### config.mk
export PLATFORM = sky130hd
export DESIGN_NAME = mcs_dev
export DESIGN_NICKNAME = d
export VERILOG_FILES = /design/src/rtl/mcs_pkg.sv /design/src/rtl/mcs_sync2.sv /design/src/rtl/mcs_clk_src.sv /design/src/rtl/mcs_dev.sv
export SDC_FILE = /design/constraint.sdc
export NUM_CORES = 1
export LEC_CHECK = 0
export BUFFER_PORTS_ARGS = -buffer_cell sky130_fd_sc_hd__buf_2
export CAP_MARGIN = 20
export CORE_UTILIZATION = 44
export DETAILED_ROUTE_END_ITERATION = 8
export SLEW_MARGIN = 20
export SYNTH_ARGS = -nofsm -noshare
export SYNTH_HDL_FRONTEND = slang
export SYNTH_HIERARCHICAL = 1
export SYNTH_SLANG_ARGS = --single-unit
export TNS_END_PERCENT = 10
### constraint.sdc
create_clock -name sys_clk_i -period 4.4 [get_ports sys_clk_i]
set_input_delay 0.44 -clock sys_clk_i [delete_from_list [all_inputs] [get_ports sys_clk_i]]
set_output_delay 0.44 -clock sys_clk_i [all_outputs]
set_load 0.1 [all_outputs]
### src/rtl/mcs_pkg.sv
// shared constants and types for the multiplexed-channel sync-frame block
package mcs_pkg;
   // system and link rates
   localparam int unsigned SYS_HZ = 100_000_000;
   localparam int unsigned SYS_PER_MHZ = SYS_HZ / 1_000_000;
   localparam int unsigned LINK_HZ = 100_000;
   localparam int unsigned HALF_CYC = SYS_HZ / (2 * LINK_HZ);
   // least sync gap, as a time and as a count
   localparam int unsigned SYNC_MIN_US = 82;
   localparam int unsigned SYNC_MIN_CYC = SYNC_MIN_US * SYS_PER_MHZ;
   // high time that marks a gap: above a 10 kHz high half, below the least gap
   localparam int unsigned GAP_DET_US = 60;
   localparam int unsigned GAP_DET_CYC = GAP_DET_US * SYS_PER_MHZ;
   // gap of 8.5 link periods, counted in half periods from the closing rising edge
   localparam int unsigned SYNC_HALVES = 17;
   // fault pulse in the second and third gap periods
   localparam int unsigned FAULT_PULSE_DELAY_HALVES = 2;
   localparam int unsigned FAULT_PULSE_LENGTH_HALVES = 4;
   localparam int unsigned FAULT_PULSE_END_HALF = FAULT_PULSE_DELAY_HALVES
      + FAULT_PULSE_LENGTH_HALVES;
   localparam int unsigned FAULT_PULSE_RECOVERY_HALVES = SYNC_HALVES - FAULT_PULSE_END_HALF;
   localparam int unsigned FAULT_PULSE_MARGIN_NS = 500;
   // frame geometry
   localparam int unsigned NSIG = 4;
   localparam int unsigned WORD_W = 16;
   localparam int unsigned CH_W = 4;
   localparam int unsigned PC_W = 10;
   localparam int unsigned HC_W = 10;
   localparam int unsigned HI_W = 16;
   localparam int unsigned CH_FIRST_ADDR = 1;
   localparam int unsigned CH_LAST_ADDR = 4;
   localparam int unsigned LAST_PULSE_PP = 255;
   localparam int unsigned LAST_PULSE_MS = 511;
   typedef enum logic [1:0]
   {
      CS_IDLE = 2'h0,
      CS_LOW = 2'h1,
      CS_HIGH = 2'h3,
      CS_SYNC = 2'h2
   } mcs_cs_state_t;
endpackage

### src/rtl/mcs_sync2.sv
// two-flop synchroniser for pins from outside the system clock domain
`timescale 1ns/1ps
module mcs_sync2 #(
   parameter int unsigned W = 2
)(
   input wire logic sys_clk_i,
   input wire logic reset_n_i,
   input wire logic [W-1:0] pin_i,
   output logic [W-1:0] sync_o
);
   typedef struct packed
   {
      logic [W-1:0] s1;
      logic [W-1:0] s2;
   } mcs_sync_reg_t;
   mcs_sync_reg_t r_ff;
   mcs_sync_reg_t nxt_r;

   always_comb
   begin
      nxt_r.s1 = pin_i;
      nxt_r.s2 = r_ff.s1;
   end

   // idle bus lines rest high, so reset to high
   always_ff @(posedge sys_clk_i)
   begin
      if (!reset_n_i)
         r_ff <= '1;
      else
         r_ff <= nxt_r;
   end

   assign sync_o = r_ff.s2;
endmodule

### src/rtl/mcs_clk_src.sv
// clock-source end: frame pulses, channel bits, sync gap and fault pulse
`timescale 1ns/1ps
module mcs_clk_src (
   input wire logic sys_clk_i,
   input wire logic reset_n_i,
   input wire logic run_i,
   input wire logic ms_mode_i,
   input wire logic [mcs_pkg::CH_W-1:0] ch_last_i,
   input wire logic prio_en_i,
   input wire logic [mcs_pkg::CH_W-1:0] prio_ch_i,
   output logic clk_o,
   output logic pull_o
);
   import mcs_pkg::*;

   typedef struct packed
   {
      mcs_cs_state_t st;
      logic [HC_W-1:0] hc;
      logic [PC_W-1:0] pn;
      logic [CH_W-1:0] chan;
      logic [CH_W-1:0] seq;
      logic prio_turn;
      logic clk;
      logic pull;
   } mcs_cs_reg_t;

   mcs_cs_reg_t r_ff;
   mcs_cs_reg_t nxt_r;

   always_comb
   begin
      logic hc_end;
      logic [7:0] addr;
      logic out_slot;
      logic [1:0] idx;
      addr = '0;
      out_slot = 1'b0;
      idx = '0;
      nxt_r = r_ff;
      hc_end = (r_ff.hc == HC_W'(HALF_CYC - 1));
      nxt_r.hc = hc_end ? '0 : HC_W'(r_ff.hc + 1'b1);
      case (r_ff.st)
         CS_IDLE:
         begin
            nxt_r.hc = '0;
            if (run_i)
            begin
               nxt_r.st = CS_SYNC;
               nxt_r.pn = '0;
            end
         end
         CS_SYNC:
         begin
            if (hc_end)
            begin
               if (r_ff.pn == PC_W'(SYNC_HALVES - 1)) // [RL16]
               begin
                  if (!run_i)
                     nxt_r.st = CS_IDLE;
                  else
                  begin
                     nxt_r.st = CS_LOW;
                     nxt_r.pn = '0;
                     // a priority frame between every two sequential ones [RL10]
                     if (prio_en_i && !r_ff.prio_turn)
                     begin
                        nxt_r.chan = prio_ch_i;
                        nxt_r.prio_turn = 1'b1;
                     end
                     else
                     begin
                        nxt_r.chan = r_ff.seq;
                        nxt_r.prio_turn = 1'b0;
                        // ascending with wrap, never past the last used channel [RL10] [RL11]
                        nxt_r.seq = (r_ff.seq >= ch_last_i) ? '0 : CH_W'(r_ff.seq + 1'b1);
                     end
                  end
               end
               else
                  nxt_r.pn = PC_W'(r_ff.pn + 1'b1);
            end
         end
         CS_LOW:
         begin
            if (hc_end)
               nxt_r.st = CS_HIGH;
         end
         CS_HIGH:
         begin
            if (hc_end)
            begin
               if (r_ff.pn == (ms_mode_i ? PC_W'(LAST_PULSE_MS) : PC_W'(LAST_PULSE_PP)))
               begin
                  // the closing high half is the first half of the gap [RL14]
                  nxt_r.st = CS_SYNC;
                  nxt_r.pn = PC_W'(1);
               end
               else
               begin
                  nxt_r.st = CS_LOW;
                  nxt_r.pn = PC_W'(r_ff.pn + 1'b1);
               end
            end
         end
         default:
            nxt_r.st = CS_IDLE;
      endcase
      // line held high through the whole gap [RL15]
      nxt_r.clk = (nxt_r.st != CS_LOW);
      addr = ms_mode_i ? nxt_r.pn[8:1] : nxt_r.pn[7:0];
      out_slot = !ms_mode_i || nxt_r.pn[0];
      idx = 2'(addr[1:0] - 2'h1);
      nxt_r.pull = 1'b0;
      if (nxt_r.st == CS_SYNC)
         nxt_r.pull = (nxt_r.pn >= PC_W'(FAULT_PULSE_DELAY_HALVES))
            && (nxt_r.pn < PC_W'(FAULT_PULSE_END_HALF)); // [RL19] [RL20] [RL21]
      else if (nxt_r.st == CS_LOW && out_slot && addr >= 8'(CH_FIRST_ADDR)
         && addr <= 8'(CH_LAST_ADDR))
         nxt_r.pull = nxt_r.chan[idx]; // [RL4]
   end

   always_ff @(posedge sys_clk_i)
   begin
      if (!reset_n_i)
      begin
         r_ff <= '0;
         r_ff.clk <= 1'b1;
      end
      else
         r_ff <= nxt_r;
   end

   assign clk_o = r_ff.clk;
   assign pull_o = r_ff.pull;
endmodule

### src/rtl/mcs_dev.sv
// bus device: pulse counting, sync gap detection, channel gating, optional clock source
// Behaviour
// RL1: sixteen channels; one channel per frame.
// RL2: matching channel: read and drive normally.
// RL3: other channel: ignore outputs, never pull line.
// RL4: channel sent binary on outputs one to four.
// RL5: multiplexing covers whole aligned sixteen-address words.
// RL6: word zero is never multiplexed.
// RL7: multiplexing chosen per word, inputs/outputs separately.
// RL8: non-multiplexed signals ignore channel entirely.
// RL9: multiplexed addresses never shared with others.
// RL10: channels ascend and wrap; priority insertion allowed.
// RL11: at most sixteen channels, none outside range.
// RL12: no output device on outputs one-four.
// RL13: each signal has its own channel.
// RL14: gap runs from closing rise to fall.
// RL15: clock held high through whole gap.
// RL16: gap 8.5 periods up to 100 kHz.
// RL17: gap at least 82 us, unlike clock loss.
// RL18: gap clears address counter; watch fault pulse.
// RL19: fault pulse starts a period after rise.
// RL20: fault pulse two periods; two-period recovery.
// RL21: every gap carries one fault pulse.
// RL22: line idles high; low means one.
// RL23: master/slave: two pulses per address.
// RL24: latch channel after output four; hold.
`timescale 1ns/1ps
module mcs_dev #(
   parameter int unsigned GAP_DET_CYC = mcs_pkg::GAP_DET_CYC
)(
   input wire logic sys_clk_i,
   input wire logic reset_n_i,
   input wire logic link_clk_i,
   input wire logic data_i,
   input wire logic ms_mode_i,
   input wire logic src_en_i,
   input wire logic [mcs_pkg::CH_W-1:0] ch_last_i,
   input wire logic prio_en_i,
   input wire logic [mcs_pkg::CH_W-1:0] prio_ch_i,
   input wire logic [mcs_pkg::NSIG-1:0][3:0] sig_word_i,
   input wire logic [mcs_pkg::NSIG-1:0] sig_is_out_i,
   input wire logic [mcs_pkg::NSIG-1:0] sig_mux_i,
   input wire logic [mcs_pkg::NSIG-1:0][mcs_pkg::CH_W-1:0] sig_chan_i,
   input wire logic [mcs_pkg::NSIG-1:0][mcs_pkg::WORD_W-1:0] tx_word_i,
   output logic data_o,
   output logic data_oe_n_o,
   output logic link_clk_o,
   output logic link_clk_oe_n_o,
   output logic [mcs_pkg::NSIG-1:0][mcs_pkg::WORD_W-1:0] rx_word_o,
   output logic [mcs_pkg::NSIG-1:0] rx_upd_o,
   output logic [mcs_pkg::CH_W-1:0] chan_o,
   output logic chan_vld_o,
   output logic bus_ok_o
);
   import mcs_pkg::*;

   typedef struct packed
   {
      logic clk_d;
      logic [PC_W-1:0] pc;
      logic [HI_W-1:0] hi_cnt;
      logic in_gap;
      logic synced;
      logic drv;
      logic [CH_W-1:0] chan;
      logic chan_vld;
      logic seen_lo;
      logic seen_rise;
      logic seen_hi;
      logic [NSIG-1:0][WORD_W-1:0] shadow;
      logic [NSIG-1:0][WORD_W-1:0] rx;
      logic [NSIG-1:0] upd;
      logic bus_ok;
      logic data;
      logic data_oe_n;
      logic lclk;
      logic lclk_oe_n;
   } mcs_dev_reg_t;

   mcs_dev_reg_t r_ff;
   mcs_dev_reg_t nxt_r;
   logic [1:0] pins_s;
   logic clk_s;
   logic data_s;
   logic src_clk;
   logic src_pull;
   logic fall_w;
   logic rise_w;
   logic [PC_W-1:0] p_fall;
   logic [7:0] addr_f;
   logic [7:0] addr_c;
   logic in_slot_f;
   logic out_slot_c;
   logic gap_hit_w;
   logic [NSIG-1:0] act_w;
   logic [NSIG-1:0] drv_hit;
   logic [NSIG-1:0] rx_hit;

   mcs_sync2 #(
      .W(2)
   ) u_sync (
      .sys_clk_i(sys_clk_i),
      .reset_n_i(reset_n_i),
      .pin_i({link_clk_i, data_i}),
      .sync_o(pins_s)
   );

   mcs_clk_src u_src (
      .sys_clk_i(sys_clk_i),
      .reset_n_i(reset_n_i),
      .run_i(src_en_i),
      .ms_mode_i(ms_mode_i),
      .ch_last_i(ch_last_i),
      .prio_en_i(prio_en_i),
      .prio_ch_i(prio_ch_i),
      .clk_o(src_clk),
      .pull_o(src_pull)
   );

   assign clk_s = pins_s[1];
   assign data_s = pins_s[0];
   assign fall_w = r_ff.clk_d && !clk_s;
   assign rise_w = !r_ff.clk_d && clk_s;
   // first pulse after a gap is number zero [RL18]
   assign p_fall = r_ff.in_gap ? '0 : PC_W'(r_ff.pc + 1'b1);
   // master/slave halves the pulse count; even pulse is the input slot [RL23]
   assign addr_f = ms_mode_i ? p_fall[8:1] : p_fall[7:0];
   assign addr_c = ms_mode_i ? r_ff.pc[8:1] : r_ff.pc[7:0];
   assign in_slot_f = !ms_mode_i || !p_fall[0];
   assign out_slot_c = !ms_mode_i || r_ff.pc[0];
   assign gap_hit_w = clk_s && !rise_w && !r_ff.in_gap
      && (r_ff.hi_cnt == HI_W'(GAP_DET_CYC - 1));

   for (genvar s = 0; s < NSIG; s++)
   begin : g_sig
      // a non-multiplexed signal or one in word zero is never gated; multiplexed others by their own channel
      assign act_w[s] = !(sig_mux_i[s] && (sig_word_i[s] != 4'h0))
         || (r_ff.chan_vld && (r_ff.chan == sig_chan_i[s])); // [RL2] [RL5] [RL6] [RL8] [RL13]
      assign drv_hit[s] = !sig_is_out_i[s] && (sig_word_i[s] == addr_f[7:4])
         && act_w[s] && tx_word_i[s][addr_f[3:0]]; // [RL3] [RL7]
      assign rx_hit[s] = sig_is_out_i[s] && (sig_word_i[s] == addr_c[7:4])
         && act_w[s]; // [RL3] [RL7]
   end

   always_comb
   begin
      logic [1:0] cidx;
      nxt_r = r_ff;
      cidx = 2'(addr_c[1:0] - 2'h1);
      nxt_r.clk_d = clk_s;
      nxt_r.upd = '0;
      if (fall_w)
      begin
         nxt_r.pc = p_fall;
         nxt_r.in_gap = 1'b0;
         // pull low only for a one in our own active input slot [RL22] [RL3]
         nxt_r.drv = r_ff.synced && in_slot_f && (|drv_hit);
         if (r_ff.in_gap)
            nxt_r.bus_ok = r_ff.seen_lo && r_ff.seen_rise; // [RL18]
      end
      else if (rise_w)
      begin
         // released once the rising edge has sampled the bit
         nxt_r.drv = 1'b0;
         nxt_r.hi_cnt = '0;
         nxt_r.seen_lo = 1'b0;
         nxt_r.seen_rise = 1'b0;
         nxt_r.seen_hi = 1'b0;
         if (r_ff.synced && out_slot_c)
         begin
            if (addr_c >= 8'(CH_FIRST_ADDR) && addr_c <= 8'(CH_LAST_ADDR))
               nxt_r.chan[cidx] = !data_s; // [RL4] [RL1]
            if (addr_c == 8'(CH_LAST_ADDR))
               nxt_r.chan_vld = 1'b1; // [RL24]
            for (int s = 0; s < NSIG; s++)
            begin
               if (rx_hit[s])
                  nxt_r.shadow[s][addr_c[3:0]] = !data_s; // [RL22]
            end
         end
      end
      else if (clk_s)
      begin
         if (r_ff.hi_cnt != '1)
            nxt_r.hi_cnt = HI_W'(r_ff.hi_cnt + 1'b1); // [RL14]
         // high, low, high again while the clock rests high is the fault pulse;
         // a low counts only after a high, so a late release after the rise is no pulse
         if (!data_s)
         begin
            if (r_ff.seen_hi)
               nxt_r.seen_lo = 1'b1;
         end
         else
         begin
            nxt_r.seen_hi = 1'b1;
            if (r_ff.seen_lo)
               nxt_r.seen_rise = 1'b1; // [RL18]
         end
         if (gap_hit_w)
         begin
            // high longer than any 10 kHz half period yet short of 82 us [RL17]
            nxt_r.in_gap = 1'b1;
            nxt_r.synced = 1'b1;
            nxt_r.pc = '0; // [RL18]
            nxt_r.chan_vld = 1'b0; // [RL24]
            for (int s = 0; s < NSIG; s++)
            begin
               if (r_ff.synced && sig_is_out_i[s] && act_w[s])
               begin
                  nxt_r.rx[s] = r_ff.shadow[s]; // [RL2] [RL8]
                  nxt_r.upd[s] = 1'b1;
               end
            end
         end
      end
      // open-drain data: only ever driven low
      nxt_r.data = 1'b0;
      nxt_r.data_oe_n = !(nxt_r.drv || (src_en_i && src_pull)); // [RL21]
      nxt_r.lclk = src_clk; // [RL15]
      nxt_r.lclk_oe_n = !src_en_i;
   end

   always_ff @(posedge sys_clk_i)
   begin
      if (!reset_n_i)
      begin
         r_ff <= '0;
         r_ff.clk_d <= 1'b1;
         r_ff.data_oe_n <= 1'b1;
         r_ff.lclk <= 1'b1;
         r_ff.lclk_oe_n <= 1'b1;
      end
      else
         r_ff <= nxt_r;
   end

   assign data_o = r_ff.data;
   assign data_oe_n_o = r_ff.data_oe_n;
   assign link_clk_o = r_ff.lclk;
   assign link_clk_oe_n_o = r_ff.lclk_oe_n;
   assign rx_word_o = r_ff.rx;
   assign rx_upd_o = r_ff.upd;
   assign chan_o = r_ff.chan;
   assign chan_vld_o = r_ff.chan_vld;
   assign bus_ok_o = r_ff.bus_ok;
endmodule

==> After elaboration in Yosys (flattened, before gate mapping) <==
Cells that the tools add are included.
{ "word_totals": {"word_cells": 276, "regBits": 212, "input_bits": 119} }
{ "op_classes": {"n_lt_le_gt_ge": 13, "addsub": 7, "muxes": 70, "n_reduce_logical": 117, "n_bitwise": 6, "eq_ne": 28} }
{ "op_table": {"columns": ["cell", "count"], "rows": [
  ["$mux 10", 8],
  ["$bwmux 16", 4],
  ["$logic_and 1x1->1", 54],
  ["$eq 4x4->1", 12],
  ["$mux 19", 2],
  ["$reduce_and 4->1", 9],
  ["$mux 16", 2],
  ["$add 10x1->10 const B", 3],
  ["$pmux 10 s3", 1],
  ["$reduce_and 5->1", 6],
  ["$mux 28", 1],
  ["$mux 9", 3],
  ["$mux 4", 6],
  ["$mux 8", 3],
  ["$mux 1", 21],
  ["$logic_not 1->1", 18],
  ["$add 16x1->16 const B", 1],
  ["$bmux 1 s4", 4],
  ["$eq 16x13->1 const B", 1],
  ["$ge 8x1->1 const B", 2],
  ["$le 8x3->1 const B", 2],
  ["$mux 2", 8],
  ["$ne 16x16->1 const B", 1],
  ["$reduce_bool 2->1", 8],
  ["33 further kinds", 61]
]} }

==> Depth between registers and ports, before layout <==
Gate-level depths: netlist of the first run.
{ "depth": {"word_depth": 13, "mapped_depth": 15} }

==> Hierarchy <==
The synthesis of the first run kept the hierarchy.
{ "by_module_without_submodules": {"columns": ["mod", "instances", "cells_per_inst", "area_each_um2"], "rows": [
  ["mcs_dev", 1, 1176, 9410.3],
  ["mcs_clk_src", 1, 269, 2164.6],
  ["mcs_sync2", 1, 8, 105.1]
]} }

==> Least setup slack after synthesis of the first run <==
Ideal clock, no wire load.
{ "synth_timing": {"path_type": "register to register", "from": "register u_src/r_ff[21] (netlist bit)", "to": "register u_src.r_ff, in the netlist u_src/pull_o", "period_less_slack_ns": 3.152, "path_stages_with_launch": 13, "t_arrival_ns": 3.034, "slack_ns": 1.248, "n_path_buf": 0, "t_required_ns": 4.283, "cell_sequence": "dfxtp_1 ha_1 or4b_2 nor4_2 nand4_1 nand3_1 o21ai_0 ha_1 nor2b_1 nand3_1 nor4b_1 o31a_1 a32o_1"} }
{ "synth_between": {"elab_chain_cells": 9, "word_cells_on_any_way": 26} }
{ "synth_rtl": {"columns": ["item", "line_no", "text"], "rows": [
  ["start, declared", "mcs_clk_src.sv:28", "mcs_cs_reg_t r_ff;"],
  ["start signal, assigned", "mcs_clk_src.sv:131", "r_ff <= nxt_r;"],
  ["$eq 10x9->1 (*)", "mcs_clk_src.sv:41", "hc_end = (r_ff.hc == HC_W'(HALF_CYC - 1));"],
  ["$mux 10, or another cell as far along", "mcs_clk_src.sv:91", "if (hc_end)"],
  ["$pmux 10 s3 / $pmux 2 s4 (equally long branches)", "mcs_clk_src.sv:43", "case (r_ff.st)"],
  ["$mux 8, or another cell as far along", "mcs_clk_src.sv:111", "addr = ms_mode_i ? nxt_r.pn[8:1] : nxt_r.pn[7:0];"],
  ["$ge 8x1->1, or another cell as far along", "mcs_clk_src.sv:118", "else if (nxt_r.st == CS_LOW && out_slot && addr >= 8'(CH_FIRST_ADDR)"],
  ["$logic_and 1x1->1 / $bmux 1 s2 (equally long branches)", "mcs_clk_src.sv:118, mcs_clk_src.sv:120", null],
  ["$logic_and 1x1->1 / $mux 1 (equally long branches)", "mcs_clk_src.sv:119, mcs_clk_src.sv:120", null],
  ["$mux 1", "mcs_clk_src.sv:118", null],
  ["$mux 1 (*)", "mcs_clk_src.sv:115", "if (nxt_r.st == CS_SYNC)"]
]} }
Every way passes the cells marked *; elsewhere a longest branch is shown, timed or not. The select of a mux whose other input is x is not followed.
A chain may end at the register's enable or synchronous reset.

==> Final worst setup path of the first run <==
Same ends and word-level chain as after synthesis.

==> results.md, run 1 <==
- Worst-Margin Slew: around 1.0 ns
- Tmin final: 3.58 ns
- Worst-path clk slew: around 0.060 ns
- Crit start category: register
- Final Slew Violations: 0
- VDD IR max: 0.282 mV
- Most frequent CP cell: nand3_1
- Htree depth: 1
- Critical path data arrival time: around 4.0 ns
- Post-Route WL: roughly 32,000 um
- Reg-to-Reg End: u_src/pull_o$_SDFF_PN0_
- Mean Syn Cell Area: 8.04 um2
- Hold_sp: link_clk_i
- Share of layout cells above drive strength 1: 17.4%
- Fmax: approximately 0.28 GHz
- Syn Nets: 1,589
- Initial antenna violation count: 0
- Post-CTS setup buffers: 0
- Die area: 27,200 um2
- Fill cells: 2,587
- Crit Path Max Fanout: 10
- Final setup viols: 0
- Tcrit/Tclk final: between 80 and 90%
- Seq/Total Area, Yosys: 36.0%
- Antenna viol nets, final: 0
- Worst hold path type: in2reg
- Top cells by area, synth: dfxtp_1 (36%), nand2_1 (8.7%), o211a_1 (5.7%)
- Crit Reg-Reg Startpoint: u_src/r_ff[21]$_SDFF_PP0_
- Leak Pwr: 0.00584 uW
- Synth warnings: 6
- Outcome: finished clean
- Core Util, Final: 50.1%
- Post-Syn Instances: 1,453
- Port-buffer cells: 195
- Vias in the first global route: a little under 10,000
- Crit. End Element: register
- Area fraction of the dominant cell type after synthesis: 36.0%
- First-pass GRT wire length: 50,600 um
- Async set or reset register ratio after synthesis: 0%
- Syn Std Cell Area: between 10,000 and 15,000 um2
- CTS Buf Count: 24
- Critical path required time: 4.80 ns
- Avg WL per Cell: between 15 and 20 um
- CTS tree: built
- Die Y: 165 um
- CTS max path bufs: 3
- DR iter-0 viols: ~830
- RePlAce Congestion: just under 0.9
- TNS Setup: 0 ns
- Final Hold Viols: 0
- Initial DRT Pass Iterations: 7
- Critical path class: reg2reg
- Worst hold slack: 0.114 ns
- CTS Hold Buffers Added: 0
- Total GRT Usage: 23.4%
- Final Worst Setup Slack: 0.819 ns
- # IOs: 197
- Core area: 26,100 um2
- Final nets: 1,670
- CP max stage cell: o21ai_0
- Reg2reg path depth: 12
- Design Area, Final: 13,100 um2
- Slew margin rel.: a little under a third
- Top FF cell, synth: dfxtp_1
- Clk_lat worst skew: 0.52 ns
- # diodes: 0
- Pin count of the biggest net entering global routing: 126
- Placement Setup Slack: 0.900 ns
- Via count: between 10,000 and 15,000
- Rows: 59
- Initial core utilization: 44.8%
- Post-DP HPWL: 23,000 um
- Count of clock tree sinks: 210
- Crit path launch: u_src/r_ff[21]$_SDFF_PP0_
- Area Growth Syn to Fin: 11.8%
- Global route overflow: 0
- R2R setup slack: 0.82 ns
- Max incr delay on CP: about 0.45 ns
- Placed Area: 12,300 um2
- Max-cap violations: 0
- Routed vias/inst: 5.56
- Synth area leader: dfxtp_1
- CP endpoint: u_src/pull_o$_SDFF_PN0_
- Clk_skew: 0.0186 ns
- Post_cts resized: 0
- FF+latch count, synth: 210
- Power per cell area: 317 nW/um2
- DRC violations left: 0
- EDFF count, synth: 0
- Root Driver: clkbuf_16
- Post-synth cell types: 77
- Worst path cell trace: ha_1 > nor4b_2 > nand3_1 > o21ai_0 > nand3_1 > o21ai_0 > ha_1 > nor2b_1 > nand3_1 > nor4b_1 > o31a_1 > a32o_1
- RSZ-0062 raised after global routing: no
- Die Width: 165 um
cell usage after synthesis (28+ instances only):
cell type  number
a21oi_1        49
nor2_1        143
nand4_1        28
nand2_1       271
o211a_1        67
o21ai_0        29
buf_4          75
dfxtp_1       210
clkbuf_1       55
a21boi_0       79
nand3_1        45
xor2_1         38
stage by stage:
step | total power, uW | instances
6_report | 4140 | 1884
5_1_grt | 4300 | 1884
4_1_cts | 4190 | 1884
3_5_place_dp | 2270 | 1843
3_3_place_gp | 2260 | 1843
2_1_floorplan | 2150 | 1453
sequential cells by signal, indices dropped and copies added (netlist names):
register,count
u_src/pull_o,1
rx_upd_o,4
u_sync/sync_o,2
r_ff,96
chan_vld_o,1
rx_word_o,64
link_clk_o,1
chan_o,4
link_clk_oe_n_o,1
u_src/r_ff,31
data_oe_n_o,1
u_sync/nxt_r,2
u_src/clk_o,1
bus_ok_o,1
placed cells by master, fill, tap and decap left out, drive strengths merged, types with 5 or more instances in the layout:
master and instances:
a211oi 12, a21boi 79, a21o 14, a21oi 50
a221oi 5, a22oi 17, a31oi 5, a41oi 5
and2 11, and3 9, and4 9, buf 213
clkbuf 33, clkinv 5, dfxtp 210, ha 17
inv 22, mux2i 15, nand2 271, nand2b 14
nand3 46, nand3b 9, nand4 28, nor2 143
nor2b 20, nor3 18, nor3b 7, nor4 6
nor4b 6, o211a 67, o21ai 32, o41ai 6
or3 13, or4 12, xnor2 25, xor2 38
worst min path at each step:
stage	end	slack [ns]	cells after the start
floorplan	link_clk_o$_SDFF_PN1_	0.39	1
finish	u_sync/nxt_r[1]$_SDFF_PN1_	0.11	2
global placement	link_clk_o$_SDFF_PN1_	0.39	1
CTS	u_sync/nxt_r[1]$_SDFF_PN1_	0.1	2
global route	u_sync/nxt_r[1]$_SDFF_PN1_	0.12	2
detailed placement	link_clk_o$_SDFF_PN1_	0.41	1
layer usage:
metal | vias to the layer above | routed length (um) | global-route usage [%]
met5 | - | 0 | 0
met4 | 0 | 1010 | 8.63
met3 | 60 | 1990 | 3.44
met2 | 335 | 14300 | 37.4
met1 | 4889 | 14900 | 31.8
li1 | 5195 | - | -
report_power, final:
group,switching (uW),internal (uW),total (uW)
combinational,184,122,307
clock,788,1130,1920
sequential,6.93,1910,1920
critical path, delay by kind of cell (launching register included):
kind | cells | cell delay (ns)
compound gates | 4 | 1.32
flops | 1 | 0.36
simple gates | 6 | 1.39
fa+ha+maj | 2 | 0.42
cell families after synthesis:
logic type	count (synthesis)	share of synthesized area [%]
fa+ha+maj	17	1.82
simple gates	633	25.4
mux	15	1.29
other cells	1	0.0321
compound gates	335	22.1
flops	210	36.0
buf+inv	179	8.59
xor+xnor	63	4.72
area by class of cell:
type / instances / area, um2 / area share, %
multi-input cells: 1064 / 6470 / 49.6
flip-flops and latches: 210 / 4210 / 32.2
repair buffers: 213 / 1130 / 8.62
clock buffers: 33 / 674 / 5.16
well taps: 335 / 419 / 3.21
clock inverters: 8 / 82.6 / 0.632
inverters: 21 / 78.8 / 0.604
Power figures use the tool's default switching activity.
==> run 2: changes to the inputs <==
--- a/config.mk
+++ b/config.mk
@@ -5,6 +5,7 @@
 export SDC_FILE = /design/constraint.sdc
 export NUM_CORES = 1
 export LEC_CHECK = 0
+export ABC_AREA = 1
 export BUFFER_PORTS_ARGS = -buffer_cell sky130_fd_sc_hd__buf_2
 export CAP_MARGIN = 20
 export CORE_UTILIZATION = 44
==> constraint.sdc (replaced) <==
create_clock -name sys_clk_i -period 3.31 [get_ports sys_clk_i]
set_input_delay 0.331 -clock sys_clk_i [delete_from_list [all_inputs] [get_ports sys_clk_i]]
set_output_delay 0.331 -clock sys_clk_i [all_outputs]
set_load 0.1 [all_outputs]
==> run 2 against run 1 <==
  * The flow now finishes with violations (DRC)
  * Register-to-register slack got worse by 0.19 ns
  * Global-route usage decreased by 0.20 points
  * Cell count is 18% higher
  * Worst hold slack improved by 0.0073 ns
  * Critical path type unchanged
  * Critical endpoint unchanged
  * Largest power group is now the clock network
==> results.md, run 2 <==
- Outcome: complete, but fails checks
- Violated checks: DRC
- Tmin final: 2.68 ns (-0.897 ns)
- FF+latch count, synth: 210 (unchanged)
- RSZ-0062 raised after global routing: no
- Area fraction of the dominant cell type after synthesis: 35.5% (-0.49 points)
- Top FF cell, synth: dfxtp_1
- R2R setup slack: 0.63 ns (-0.19 ns)
- Area Growth Syn to Fin: 12.9%
- Initial DRT Pass Iterations: 7 (unchanged)
- Power per cell area: 438 nW/um2 (+38%)
- Design Area, Final: 13,400 um2 (+2.4%)
- Core Util, Final: 51.0% (+0.90 points)
- Fmax: 0.373 GHz (+33%)
- Final Worst Setup Slack: 0.626 ns (-0.193 ns)
- Synth warnings: 6 (unchanged)
- Syn Nets: 1,910 (+20%)
- Placement Setup Slack: 0.522 ns (-0.378 ns)
- Final setup viols: 0 (unchanged)
- Crit path launch: u_src/r_ff[11]$_SDFF_PN0_
- Worst hold path endpoint: link_clk_oe_n_o$_SDFF_PN1_
- RePlAce Congestion: 0.933 (+7.6%)
- Rows: 59 (unchanged)
- Top cells by count, synth: nor2_1 (311), nand2_1 (270), dfxtp_1 (210)
- Most frequent cells in the layout: nor2_1 (311), nand2_1 (270), dfxtp_1 (209)
- # IOs: 197 (unchanged)
- Synth area leader: dfxtp_1
- Top cells by area, synth: dfxtp_1 (36%), nor2_1 (9.9%), nand2_1 (8.6%)
- Commonest non-fill, non-tap cell in the layout: nor2_1
- Antenna viol nets, final: 0 (unchanged)
- Clk_skew: 0.0202 ns (+0.00154 ns)
- Tcrit/Tclk final: 81.1% (-0.30 points)
- Slew margin rel.: 30.5% (-0.44 points)
- CTS max path bufs: 3 (unchanged)
- EDFF count, synth: 0 (unchanged)
- Port-buffer cells: 195 (unchanged)
- Die Y: 166 um (+0.68%)
- Max-cap violations: 0 (unchanged)
- Final Hold Viols: 0 (unchanged)
- Leak Pwr: 0.00640 uW (+9.6%)
- Avg WL per Cell: 14.7 um (-14%)
- Max reg flops: 96 (unchanged)
- Root Driver: clkbuf_16
- Crit Path Max Fanout: 5 (-5)
- Post-DP HPWL: 23,800 um (+3.4%)
- Mean Syn Cell Area: 6.67 um2 (-17%)
- DRC violations left: 25 (+25)
- Routed vias/inst: 5.18 (-6.8%)
- Seq/Total Area, Yosys: 35.5% (-0.49 points)
- Syn Std Cell Area: 11,800 um2 (+1.4%)
- Async set or reset register ratio after synthesis: 0% (unchanged)
- Final Power: 5850 uW (+41%)
- Critical path class: reg2reg
- Hold-critical path depth: 2 (unchanged)
- First-pass GRT wire length: 53,400 um (+5.4%)
- Die area: 27,600 um2 (+1.4%)
- TNS Setup: 0 ns (unchanged)
- Final Slew Violations: 0 (unchanged)
- Total GRT Usage: 23.2% (-0.20 points)
- Final nets: 2,011 (+20%)
- Die Width: 166 um (+0.68%)
- Count of clock tree sinks: 210 (unchanged)
- CTS Buf Count: 23 (-4.2%)
- Worst hold path type: in2reg
- Crit start category: register
- Global route overflow: 0 (unchanged)
- Vias in the first global route: 10,600 (+10%)
- # diodes: 0 (unchanged)
- Reg-to-Reg End: u_src/pull_o$_SDFF_PN0_
- Pin count of the biggest net entering global routing: 139 (+10%)
- Post-Syn Instances: 1,774 (+22%)
- Worst-path clk slew: 0.06 ns (about the same)
- VDD IR max: 0.319 mV (+13%)
- Critical path required time: 3.70 ns (-1.10 ns)
- Post-synth cell types: 53 (-31%)
- Htree depth: 1 (unchanged)
- Critical path data arrival time: 3.07 ns (-0.91 ns)
- Post-CTS setup buffers: 0 (unchanged)
- Initial antenna violation count: 0 (unchanged)
- Reg2reg path depth: 18 (+6)
- Post-Route WL: 32,800 um (+1.8%)
- CTS Hold Buffers Added: 2 (+2)
- Clk_lat worst skew: 0.52 ns (about the same)
- Crit. End Element: register
- CTS tree: built
- Crit Reg-Reg Startpoint: u_src/r_ff[11]$_SDFF_PN0_
- Hold_sp: src_en_i
- Worst-Margin Slew: 1.04 ns (+0.0199 ns)
- DR iter-0 viols: 951 (+15%)
- Initial core utilization: 45.2% (+0.36 points)
- Placed Area: 12,500 um2 (+1.6%)
- Share of layout cells above drive strength 1: 18.6% (+1.1 points)
- Post_cts resized: 0 (unchanged)
- Top-count cell post-synth: nor2_1
- Core area: 26,200 um2 (+0.57%)
- Via count: 11,500 (+10%)
- Register bank with the most flops: r_ff
run 2: where the power goes:
group          switching, uW  internal, uW  total (uW)
logic                    302           163         465
clock network           1090          1750        2830
registers               17.8          2540        2560
run 2: layout make-up:
type | count | area, um2
Sequential cell | 210 | 4210
Tap cell | 335 | 419
Timing Repair Buffer | 210 | 1110
Fill cell | 2689 | 12800
Clock inverter | 15 | 225
Inverter | 193 | 727
Clock buffer | 27 | 621
Multi-Input combinational cell | 1237 | 6060
run 2: cells by family (layout without fill, tap and decap cells):
| kind of cell | Yosys count | after routing | share of synthesized area (%) |
|---|---|---|---|
| buf+inv | 327 | 445 | 13.3 |
| other cells | 1 | 1 | 0.0317 |
| xor+xnor | 15 | 15 | 1.11 |
| compound gates | 341 | 341 | 15.6 |
| simple gates | 863 | 863 | 32.7 |
| fa+ha+maj | 17 | 17 | 1.80 |
| flops | 210 | 210 | 35.5 |
run 2: how the worst max path moves through the flow:
stage                                       to  slack [ns]  cells past startpoint
detailed placement     u_src/pull_o$_SDFF_PN0_        0.52                     21
CTS                     data_oe_n_o$_SDFF_PN1_        0.64                     14
finish                 u_src/pull_o$_SDFF_PN0_        0.63                     18
global placement        data_oe_n_o$_SDFF_PN1_        0.55                     16
global route           u_src/pull_o$_SDFF_PN0_        0.31                     19
floorplan           rx_word_o[21]$_SDFFE_PN0P_        0.95                     12
run 2: layer usage:
metal  wire (um)  track usage (%)  vias to the layer above
li1            -                -                     5903
met2       14300             37.1                      424
met1       15300             32.7                     5168
met3        2670             3.88                       48
met4         570             4.92                        0
met5           0                0                        -
run 2: worst max-delay path: stages (launching register included):
cell and delay (ns):
dfxtp_1 0.38, inv_1 0.16, ha_1 0.22, nand3_1 0.17, nor2_2 0.23, nand2_2 0.14, o21ai_1 0.15, nand2_1 0.08
nand2_1 0.11, inv_1 0.06, nand2_1 0.05, o21ai_0 0.15, ha_1 0.24, nor2_1 0.10, nand3_1 0.09, nand3_1 0.09
nor2_1 0.04, nand2_1 0.07, a21oi_2 0.05
run 2: metrics by stage:
step           cells  hold WS, ns
6_report        2227        0.121
5_1_grt         2227        0.125
4_1_cts         2227        0.104
3_5_place_dp    2183        0.388
3_3_place_gp    2183        0.385
2_1_floorplan   1774        0.380
